$ cat src/ccd_pkg.sv
// Constants for the cascaded channel clock divider.
// Assumes a 32-bit Avalon-MM slave with byte addresses, one register a word.
package ccd_pkg;

  // Register indices; byte address is four times the index
  localparam logic [9:0] CCD_IDX_S1_COUNTS   = 10'h19e;
  localparam logic [9:0] CCD_IDX_PHASES      = 10'h19f;
  localparam logic [9:0] CCD_IDX_S2_COUNTS   = 10'h1a0;
  localparam logic [9:0] CCD_IDX_CONTROL     = 10'h1a1;
  localparam logic [9:0] CCD_IDX_DUTY        = 10'h1a2;
  localparam logic [9:0] CCD_IDX_STATUS      = 10'h1a3;

  localparam int unsigned CCD_ADDR_W         = 12;
  localparam int unsigned CCD_DATA_W         = 32;
  localparam int unsigned CCD_CNT_W          = 4;

  // Nibble positions in count and phase registers
  localparam int unsigned CCD_HI_NIB_LSB     = 4;
  localparam int unsigned CCD_LO_NIB_LSB     = 0;

  // Control register bit positions
  localparam int unsigned CCD_BIT_BYP2       = 5;
  localparam int unsigned CCD_BIT_BYP1       = 4;
  localparam int unsigned CCD_BIT_NOSYNC     = 3;
  localparam int unsigned CCD_BIT_FORCE      = 2;
  localparam int unsigned CCD_BIT_START2     = 1;
  localparam int unsigned CCD_BIT_START1     = 0;

  // Duty register bit position
  localparam int unsigned CCD_BIT_DCC_OFF    = 0;

  // Status register bit positions
  localparam int unsigned CCD_BIT_ST_S1      = 0;
  localparam int unsigned CCD_BIT_ST_S2      = 1;
  localparam int unsigned CCD_BIT_ST_OUT     = 2;
  localparam int unsigned CCD_BIT_ST_SYNC    = 3;
  localparam int unsigned CCD_BIT_ST_HOLD    = 4;

  // Values after reset
  localparam logic [7:0] CCD_RST_REG8        = 8'h00;
  localparam logic [3:0] CCD_RST_NIB         = 4'h0;
  localparam logic [4:0] CCD_RST_CNT         = 5'h00;

endpackage : ccd_pkg

$ cat src/ccd_divider.sv
// How it works
// - Second stage stays low for its low count plus one input cycles.
// - Second stage stays high for its high count plus one input cycles.
// - First stage uses own low and high counts, each count plus one.
// - Second stage bypass freezes its counter and passes its input through.
// - First stage bypass freezes its counter and passes its input through.
// - Ignore-sync clear: both stages obey sync; set: stages ignore sync, which then applies the force level.
// - Force bit sets static pair output level; needs ignore-sync set and sync asserted.
// - Second stage start-level bit picks its initial output level.
// - First stage start-level bit picks its initial output level.
// - Duty correction on while disable bit is zero, off when one.
// - Phase offsets: second stage upper nibble, first stage lower nibble.
//
// Holds one divider stage and the channel pair top with its register file.
// Assumes the distribution clock is CLK_SYS and sync arrives on a pin.
`timescale 1ns/10ps

module ccd_stage
  import ccd_pkg::*;
#(
  parameter int unsigned CNT_W = 4
) (
  input  wire logic             clk,
  input  wire logic             rst_n,
  input  wire logic             in_tick,
  input  wire logic             in_lvl,
  input  wire logic             bypass,
  input  wire logic             start_high,
  input  wire logic             hold,
  input  wire logic [CNT_W-1:0] low_cnt,
  input  wire logic [CNT_W-1:0] high_cnt,
  input  wire logic [CNT_W-1:0] phase,
  output logic                  lvl,
  output logic                  tick
);

  // One extra bit so phase plus level count never wraps
  logic [CNT_W:0] cnt;
  logic [CNT_W:0] next_cnt;
  logic           next_lvl;
  logic [CNT_W:0] start_len;

  assign start_len = start_high ? {1'b0, high_cnt} : {1'b0, low_cnt};

  always_comb begin
    next_cnt = cnt;
    next_lvl = lvl;
    if (hold) begin
      next_lvl = start_high;
      next_cnt = {1'b0, phase} + start_len;
    end else if (bypass) begin
      // Counter frozen as if powered down
      next_lvl = in_lvl;
    end else if (in_tick) begin
      if (cnt == '0) begin
        next_lvl = ~lvl;
        next_cnt = lvl ? {1'b0, low_cnt}
                       : {1'b0, high_cnt};
      end else begin
        next_cnt = cnt - (CNT_W+1)'(1);
      end
    end
  end

  always_ff @(posedge clk or negedge rst_n) begin
    if (!rst_n) begin
      cnt <= CCD_RST_CNT[CNT_W:0];
      lvl <= 1'b0;
    end else begin
      cnt <= next_cnt;
      lvl <= next_lvl;
    end
  end

  // A bypassed stage passes the input tick, a held stage gives none; otherwise one tick per rise
  always_ff @(posedge clk or negedge rst_n) begin
    if (!rst_n) begin
      tick <= 1'b0;
    end else if (hold) begin
      tick <= 1'b0;
    end else if (bypass) begin
      tick <= in_tick;
    end else begin
      tick <= in_tick && !lvl && (cnt == '0);
    end
  end

  a_low_reload: assert property (
    @(posedge clk) disable iff (!rst_n)
    (!hold && !bypass && in_tick && lvl && cnt == '0)
    |=> (!lvl && cnt == {1'b0, $past(low_cnt)}))
    else $error("low phase not reloaded with low count");

  a_high_reload: assert property (
    @(posedge clk) disable iff (!rst_n)
    (!hold && !bypass && in_tick && !lvl && cnt == '0)
    |=> (lvl && cnt == {1'b0, $past(high_cnt)}))
    else $error("high phase not reloaded with high count");

  // Mid-phase ticks only count down; the level must not move early
  a_count_down: assert property (
    @(posedge clk) disable iff (!rst_n)
    (!hold && !bypass && in_tick && cnt != '0)
    |=> (cnt == $past(cnt) - (CNT_W+1)'(1) && $stable(lvl)))
    else $error("stage counter did not step down by one");

  a_bypass_pass: assert property (
    @(posedge clk) disable iff (!rst_n)
    (!hold && bypass) |=> (lvl == $past(in_lvl) && $stable(cnt)))
    else $error("bypassed stage did not pass input or kept counting");

  a_bypass_tick: assert property (
    @(posedge clk) disable iff (!rst_n)
    (!hold && bypass) |=> tick == $past(in_tick))
    else $error("bypassed stage did not pass its input tick");

  a_sync_start: assert property (
    @(posedge clk) disable iff (!rst_n)
    hold |=> (lvl == $past(start_high) && !tick))
    else $error("held stage not at its start level");

  a_phase_delay: assert property (
    @(posedge clk) disable iff (!rst_n)
    hold |=> cnt == $past({1'b0, phase}) + $past(start_len))
    else $error("phase offset not loaded on sync");

endmodule : ccd_stage

module ccd_divider
  import ccd_pkg::*;
#(
  parameter int unsigned CNT_W = CCD_CNT_W
) (
  input  wire logic                  CLK_SYS,
  input  wire logic                  RSTN,
  input  wire logic [CCD_ADDR_W-1:0] AVS_ADDRESS,
  input  wire logic                  AVS_READ,
  input  wire logic                  AVS_WRITE,
  input  wire logic [CCD_DATA_W-1:0] AVS_WRITEDATA,
  input  wire logic [3:0]            AVS_BYTEENABLE,
  output logic      [CCD_DATA_W-1:0] AVS_READDATA,
  output logic                       AVS_WAITREQUEST,
  input  wire logic                  CHIP_SYNC_N,
  output logic                       STAGE1_CLK,
  output logic                       PAIR_CLK,
  output logic                       DUTY_CORR_EN
);

  logic [7:0]      s1_counts;
  logic [7:0]      phases;
  logic [7:0]      s2_counts;
  logic [7:0]      control;
  logic            duty_correction_disable;
  logic            sync_meta;
  logic            sync_act;
  logic            hold;
  logic            in_lvl;
  logic            s1_lvl;
  logic            s1_tick;
  logic            s2_lvl;
  logic            force_on;
  logic            wr_en;
  logic [9:0]      idx;
  logic [7:0]      status;
  logic [CCD_DATA_W-1:0] next_rdata;

  assign idx   = AVS_ADDRESS[CCD_ADDR_W-1:2];
  // A write lands only on the edge that ends its wait
  assign wr_en = AVS_WRITE && !AVS_WAITREQUEST && AVS_BYTEENABLE[0];

  // Avalon slave: one wait cycle for every access
  always_ff @(posedge CLK_SYS or negedge RSTN) begin
    if (!RSTN) begin
      AVS_WAITREQUEST <= 1'b1;
    end else if ((AVS_READ || AVS_WRITE) && AVS_WAITREQUEST) begin
      AVS_WAITREQUEST <= 1'b0;
    end else begin
      AVS_WAITREQUEST <= 1'b1;
    end
  end

  always_ff @(posedge CLK_SYS or negedge RSTN) begin
    if (!RSTN) begin
      s1_counts <= CCD_RST_REG8;
      phases    <= CCD_RST_REG8;
      s2_counts <= CCD_RST_REG8;
      control   <= CCD_RST_REG8;
    end else if (wr_en) begin
      case (idx)
        CCD_IDX_S1_COUNTS: s1_counts <= AVS_WRITEDATA[7:0];
        CCD_IDX_PHASES:    phases    <= AVS_WRITEDATA[7:0];
        CCD_IDX_S2_COUNTS: s2_counts <= AVS_WRITEDATA[7:0];
        CCD_IDX_CONTROL:   control   <= {2'h0, AVS_WRITEDATA[5:0]};
        default: begin
        end
      endcase
    end
  end

  always_ff @(posedge CLK_SYS or negedge RSTN) begin
    if (!RSTN) begin
      duty_correction_disable <= 1'b0;
    end else if (wr_en && idx == CCD_IDX_DUTY) begin
      duty_correction_disable <= AVS_WRITEDATA[CCD_BIT_DCC_OFF];
    end
  end

  assign status = {3'h0, hold, sync_act, PAIR_CLK, s2_lvl, s1_lvl};

  always_comb begin
    next_rdata = '0;
    case (idx)
      CCD_IDX_S1_COUNTS: next_rdata[7:0] = s1_counts;
      CCD_IDX_PHASES:    next_rdata[7:0] = phases;
      CCD_IDX_S2_COUNTS: next_rdata[7:0] = s2_counts;
      CCD_IDX_CONTROL:   next_rdata[7:0] = control;
      CCD_IDX_DUTY:
        next_rdata[CCD_BIT_DCC_OFF] = duty_correction_disable;
      CCD_IDX_STATUS:    next_rdata[7:0] = status;
      default:           next_rdata = '0;
    endcase
  end

  // Captured while waiting, so data stand on the releasing edge
  always_ff @(posedge CLK_SYS or negedge RSTN) begin
    if (!RSTN) begin
      AVS_READDATA <= '0;
    end else if (AVS_READ && AVS_WAITREQUEST) begin
      AVS_READDATA <= next_rdata;
    end
  end

  // Sync pin is asynchronous; first flop feeds only the second
  always_ff @(posedge CLK_SYS or negedge RSTN) begin
    if (!RSTN) begin
      sync_meta <= 1'b0;
      sync_act  <= 1'b0;
    end else begin
      sync_meta <= !CHIP_SYNC_N;
      sync_act  <= sync_meta;
    end
  end

  assign hold     = sync_act && !control[CCD_BIT_NOSYNC];
  // Forced level only reaches the pin while sync is being ignored
  assign force_on = sync_act && control[CCD_BIT_NOSYNC];

  // Stands in for the distribution clock as a level when stage one passes it
  always_ff @(posedge CLK_SYS or negedge RSTN) begin
    if (!RSTN) begin
      in_lvl <= 1'b0;
    end else begin
      in_lvl <= ~in_lvl;
    end
  end

  ccd_stage #(
    .CNT_W (CNT_W)
  ) u_stage1 (
    .clk        (CLK_SYS),
    .rst_n      (RSTN),
    .in_tick    (1'b1),
    .in_lvl     (in_lvl),
    .bypass     (control[CCD_BIT_BYP1]),
    .start_high (control[CCD_BIT_START1]),
    .hold       (hold),
    .low_cnt    (s1_counts[CCD_HI_NIB_LSB +: CNT_W]),
    .high_cnt   (s1_counts[CCD_LO_NIB_LSB +: CNT_W]),
    .phase      (phases[CCD_LO_NIB_LSB +: CNT_W]),
    .lvl        (s1_lvl),
    .tick       (s1_tick)
  );

  ccd_stage #(
    .CNT_W (CNT_W)
  ) u_stage2 (
    .clk        (CLK_SYS),
    .rst_n      (RSTN),
    .in_tick    (s1_tick),
    .in_lvl     (s1_lvl),
    .bypass     (control[CCD_BIT_BYP2]),
    .start_high (control[CCD_BIT_START2]),
    .hold       (hold),
    .low_cnt    (s2_counts[CCD_HI_NIB_LSB +: CNT_W]),
    .high_cnt   (s2_counts[CCD_LO_NIB_LSB +: CNT_W]),
    .phase      (phases[CCD_HI_NIB_LSB +: CNT_W]),
    .lvl        (s2_lvl),
    .tick       ()
  );

  always_ff @(posedge CLK_SYS or negedge RSTN) begin
    if (!RSTN) begin
      STAGE1_CLK <= 1'b0;
      PAIR_CLK   <= 1'b0;
    end else begin
      STAGE1_CLK <= s1_lvl;
      PAIR_CLK   <= force_on ? control[CCD_BIT_FORCE] : s2_lvl;
    end
  end

  // Correction itself is analog; the block only drives its enable
  always_ff @(posedge CLK_SYS or negedge RSTN) begin
    if (!RSTN) begin
      DUTY_CORR_EN <= 1'b1;
    end else begin
      DUTY_CORR_EN <= !duty_correction_disable;
    end
  end

  a_nosync_ignore: assert property (
    @(posedge CLK_SYS) disable iff (!RSTN)
    control[CCD_BIT_NOSYNC] |-> !hold)
    else $error("sync obeyed while ignore-sync is set");

  a_sync_obey: assert property (
    @(posedge CLK_SYS) disable iff (!RSTN)
    (sync_act && !control[CCD_BIT_NOSYNC]) |-> hold)
    else $error("sync not obeyed while ignore-sync is clear");

  a_force_level: assert property (
    @(posedge CLK_SYS) disable iff (!RSTN)
    (force_on && $stable(control)) |=>
      PAIR_CLK == $past(control[CCD_BIT_FORCE]))
    else $error("pair output not at forced level");

  a_pair_follow: assert property (
    @(posedge CLK_SYS) disable iff (!RSTN)
    !force_on |=> PAIR_CLK == $past(s2_lvl))
    else $error("pair output not following second stage");

  a_duty_enable: assert property (
    @(posedge CLK_SYS) disable iff (!RSTN)
    ##1 DUTY_CORR_EN == !$past(duty_correction_disable))
    else $error("duty correction enable wrong");

  // The tick is consumed one edge later, so look after it
  a_cascade_tick: assert property (
    @(posedge CLK_SYS) disable iff (!RSTN)
    (s1_tick && !hold && !control[CCD_BIT_BYP2]) |=>
      (!$stable(u_stage2.cnt) || !$stable(u_stage2.lvl)))
    else $error("second stage ignored first stage tick");

  a_bus_answer: assert property (
    @(posedge CLK_SYS) disable iff (!RSTN)
    ((AVS_READ || AVS_WRITE) && AVS_WAITREQUEST) |=> !AVS_WAITREQUEST)
    else $error("bus access not answered in one cycle");

  a_phase_write: assert property (
    @(posedge CLK_SYS) disable iff (!RSTN)
    (wr_en && idx == CCD_IDX_PHASES) |=>
      phases == $past(AVS_WRITEDATA[7:0]))
    else $error("phase register write lost");

endmodule : ccd_divider

$ cat config.mk
export PLATFORM = sky130hd
export DESIGN_NAME = ccd_divider
export DESIGN_NICKNAME = d
export VERILOG_FILES = /design/src/ccd_pkg.sv /design/src/ccd_divider.sv
export SDC_FILE = /design/constraint.sdc
export NUM_CORES = 1
export LEC_CHECK = 0
export BUFFER_PORTS_ARGS = -buffer_cell sky130_fd_sc_hd__buf_4
export CORE_ASPECT_RATIO = 1.75
export CORE_UTILIZATION = 52
export CTS_CLUSTER_DIAMETER = 30
export DETAILED_ROUTE_END_ITERATION = 8
export PLACE_DENSITY = 0.78
export SLEW_MARGIN = 20
export SYNTH_ARGS = -nofsm -noshare
export SYNTH_HDL_FRONTEND = slang
export SYNTH_SLANG_ARGS = --single-unit
$ cat constraint.sdc
create_clock -name CLK_SYS -period 2.99 [get_ports CLK_SYS]
set_input_delay 0.598 -clock CLK_SYS [delete_from_list [all_inputs] [get_ports CLK_SYS]]
set_output_delay 0.598 -clock CLK_SYS [all_outputs]
set_load 0.02 [all_outputs]
==> parameters.txt <==
Parameter                              Value

Logic synthesis
  Avg Cell Area, Syn ... 10.91 µm²
  Post-synth top area share ... 0.4071
  Post-synthesis sequential area ratio ... 0.4221
  Area of the mapped netlist ... 0.003503 mm²
  Cells after synthesis ... 321
  Number of synthesized flops with an enable pin ... 0
  Number of different library cells in the post-synthesis netlist ... 54
  Share of flip-flops with an asynchronous set or reset ... 1.000
  Synth top cells by count ... sky130_fd_sc_hd__dfrtp_1, sky130_fd_sc_hd__mux2_2, sky130_fd_sc_hd__buf_4
  Most frequent cell after synthesis ... sky130_fd_sc_hd__dfrtp_1
  Top FF cell, synth ... sky130_fd_sc_hd__dfrtp_1
  Number of warning messages in the yosys log ... 0
  FF+latch count, synth ... 59
  Synth area leaders ... sky130_fd_sc_hd__dfrtp_1, sky130_fd_sc_hd__mux2_2, sky130_fd_sc_hd__buf_4, sky130_fd_sc_hd__mux2i_1, sky130_fd_sc_hd__ha_1
  Synth area leader ... sky130_fd_sc_hd__dfrtp_1

Clocking
  Count of H-tree levels built during CTS ... 3
  Buffer count from post-CTS setup fixing ... 0
  Buffer depth of the longest clock path ... 2
  Root buffer cell ... sky130_fd_sc_hd__clkbuf_16
  Worst-skew pair later-pin latency ... 0.33 ns
  Count of hold-fix buffers inserted at cts ... 0
  Clock sink total ... 59
  CTS tree ... done
  Worst-path clk slew ... 0.05 ns
  Cts bufs inserted ... 9
  Number of gates resized after cts ... 0

Worst hold path
  Tightest Hold Check Type ... primary input to async pin

Pwr
  Clock share of power ... 0.509
  Power per Cell Area ... 536.7 mW/mm²
  Net switching power figure ... 516.1 µW
  Internal power ... 1.658 mW
  Switching power share of the total ... 0.2374
  Combinational power share ... 0.098
  Leakage Power ... 1.979 nW
  Largest vdd supply drop ... 0.5895 mV
  Proportion of power drawn by flip-flops and latches ... 0.393

STA
  Hold WS ... 0.3331 ns
  Clock tree skew after final layout ... 0.004899 ns
  Max-slew violation count ... 0
  Measured slew at the worst slew-check pin ... 0.7559 ns
  Final setup TNS ... 0 ns
  Normalized max-slew margin ... 0.4961
  Final critical-path share of the clock period ... 0.6722
  RSZ-0062 raised after global routing ... false
  Min Tclk post-route ... 2.010 ns
  Final hold violations ... 0
  Maximum clock frequency ... 497.5 MHz
  Finish-stage setup viols ... 0

Drt
  Number of iterations in the first detailed-routing pass ... 5
  Vias ... 2,578
  Post-DR wirelength/cell ... 18.09 µm
  Routed Wire Length ... 7.942 mm
  Number of DRC violations after detailed-routing iteration 0 ... 111
  Remaining antenna violation count ... 0
  Ratio of routed vias to standard cells ... 5.872
  Count of unresolved DRC violations after routing ... 0

Die
  Vert. Die Dim ... 110.6 µm
  Die span in x ... 64.05 µm
  Initial Util ... 0.5358
  I/O pin count ... 89
  Die area ... 0.007082 mm²
  Core Area ... 0.006539 mm²
  Row Count ... 39

Global route
  Pin count of the biggest net entering global routing ... 60
  First-pass GRT wire length ... 13.00 mm
  Residual overflow from global routing ... 0
  Global Route Usage Sum ... 0.2457
  Vias in the first global route ... 2,664
  Initial antenna violation count ... 0

Worst setup path
  Category of the worst setup path capture point ... flip-flop
  Crit path cell chain ... mux2i_1 -> inv_1 -> ha_1 -> a21o_1 -> a21oi_1 -> xnor2_1 -> mux2_2
  Largest fanout on the critical path ... 7
  Data arrival time of the critical path ... 2.22 ns
  Worst endpoint required time ... 3.20 ns
  Worst Setup Path Type ... flip-flop to flip-flop
  Crit path largest cell delay ... 0.50 ns
  Slowest-stage cell, CP ... sky130_fd_sc_hd__dfrtp_1
  Worst setup SP type ... flip-flop
  FF-to-FF path depth ... 7

Placed design
  IO Port Bufs ... 35
  Cell area after placement ... 0.003722 mm²
  DP Wirelength ... 5.565 mm
  Final RePlAce weighted congestion ... 0.7932

Layout
  Core Util, Final ... 0.6194
  Area Growth Syn to Fin ... 15.61%
  Final layout net count ... 417
  Antenna cell count ... 0
  Cell area after layout ... 0.004050 mm²
  Share of layout cells above drive strength 1 ... 0.3081

Flow run
  Maximum capacitance violations ... 0

Outcome
  Outcome ... completed
critical path: cells and delay by family (launching register included):
kind / cells / cell delay, ns
DFF: 1 / 0.50
xor gates and xnor gates: 1 / 0.08
buffers and inverters: 1 / 0.09
AOI/OAI and AO/OA: 2 / 0.33
muxes: 2 / 0.60
adders and majority gates: 1 / 0.29
through the flow:
stage               power [mW]  setup slack [ns]  instances
floorplan                1.019            0.9997        344
global route             2.243            0.8753        439
CTS                      2.186            0.9920        439
finish                   2.174            0.9801        439
global placement         1.072            0.6907        423
detailed placement       1.078            0.6926        423
layout make-up:
| type | instances | area, µm² |
|---|---|---|
| Clock buffer | 10 | 239.0 |
| Clock inverter | 6 | 88.84 |
| Fill cell | 547 | 2489 |
| Inverter | 16 | 60.06 |
| Multi-Input combinational cell | 230 | 1810 |
| Sequential cell | 59 | 1479 |
| Tap cell | 82 | 102.6 |
| Timing Repair Buffer | 36 | 270.3 |
path summary, 6_finish.rpt:
kind	startpoint	to	slack [ns]
worst min-delay path	RSTN	u_stage1.cnt[3]$_DFFE_PN0P_	0.33
max in group asynchronous	RSTN	u_stage2.cnt[2]$_DFFE_PN0P_	2.14
worst max register to register	control[1]$_DFFE_PN0P_	u_stage2.cnt[3]$_DFFE_PN0P_	0.98
worst min register to register	sync_meta$_DFF_PN0_	sync_act$_DFF_PN0_	0.36
min in group CLK_SYS	sync_meta$_DFF_PN0_	sync_act$_DFF_PN0_	0.36
worst max-delay path	control[1]$_DFFE_PN0P_	u_stage2.cnt[3]$_DFFE_PN0P_	0.98
registers in the layout, summed over array words and instances (netlist names):
register and flops:
AVS_READDATA 8, phases 8, s1_counts 8, s2_counts 8
control 6, u_stage1.cnt 5, u_stage2.cnt 5, AVS_WAITREQUEST 1
DUTY_CORR_EN 1, PAIR_CLK 1, STAGE1_CLK 1, duty_correction_disable 1
in_lvl 1, sync_act 1, sync_meta 1, u_stage1.lvl 1
u_stage1.tick 1, u_stage2.lvl 1
routing by layer:
layer / vias up / GRT usage / wire [µm]
li1: 1173 / - / -
met1: 1276 / 0.2539 / 2932
met2: 99 / 0.4383 / 4338
met3: 30 / 0.04959 / 267
met4: 0 / 0.1515 / 404
met5: - / 0 / 0
placed cells by master, fill, tap and decap left out, drive strengths merged, types with 3 or more instances in the layout:
master	instances
nor4b	3
nand2	15
dfrtp	57
nor2	14
o21ai	9
nor2b	6
conb	24
nand3	5
ha	10
a211oi	6
buf	36
xor2	4
a22o	3
clkbuf	10
mux2i	17
a22oi	8
nand2b	4
o221ai	3
a21o	3
mux2	47
a21oi	13
nand4	3
inv	16
nor3	4
cells by family (layout without fill, tap and decap cells):
logic type | count (synthesis) | count (layout) | synth area share
other | 1 | 24 | 0.001070
multiplexers | 64 | 64 | 0.1996
AO/OA/AOI/OAI | 59 | 59 | 0.1157
adder cells (fa/ha/maj) | 12 | 12 | 0.04714
XOR/XNOR | 6 | 6 | 0.01500
buffers and inverters | 55 | 68 | 0.08571
AND/OR/NAND/NOR | 65 | 65 | 0.1136
flip-flops | 59 | 59 | 0.4221
power groups by stage:
stage          registers [mW]  clock network [mW]  logic (mW)
5_1_grt                 0.857                1.15       0.235
4_1_cts                 0.854                1.12       0.215
3_3_place_gp            0.866                   0       0.206
3_5_place_dp            0.867                   0       0.211
2_1_floorplan           0.860                   0       0.159
6_report                0.855                1.11       0.214
Power figures use the tool's default switching activity.
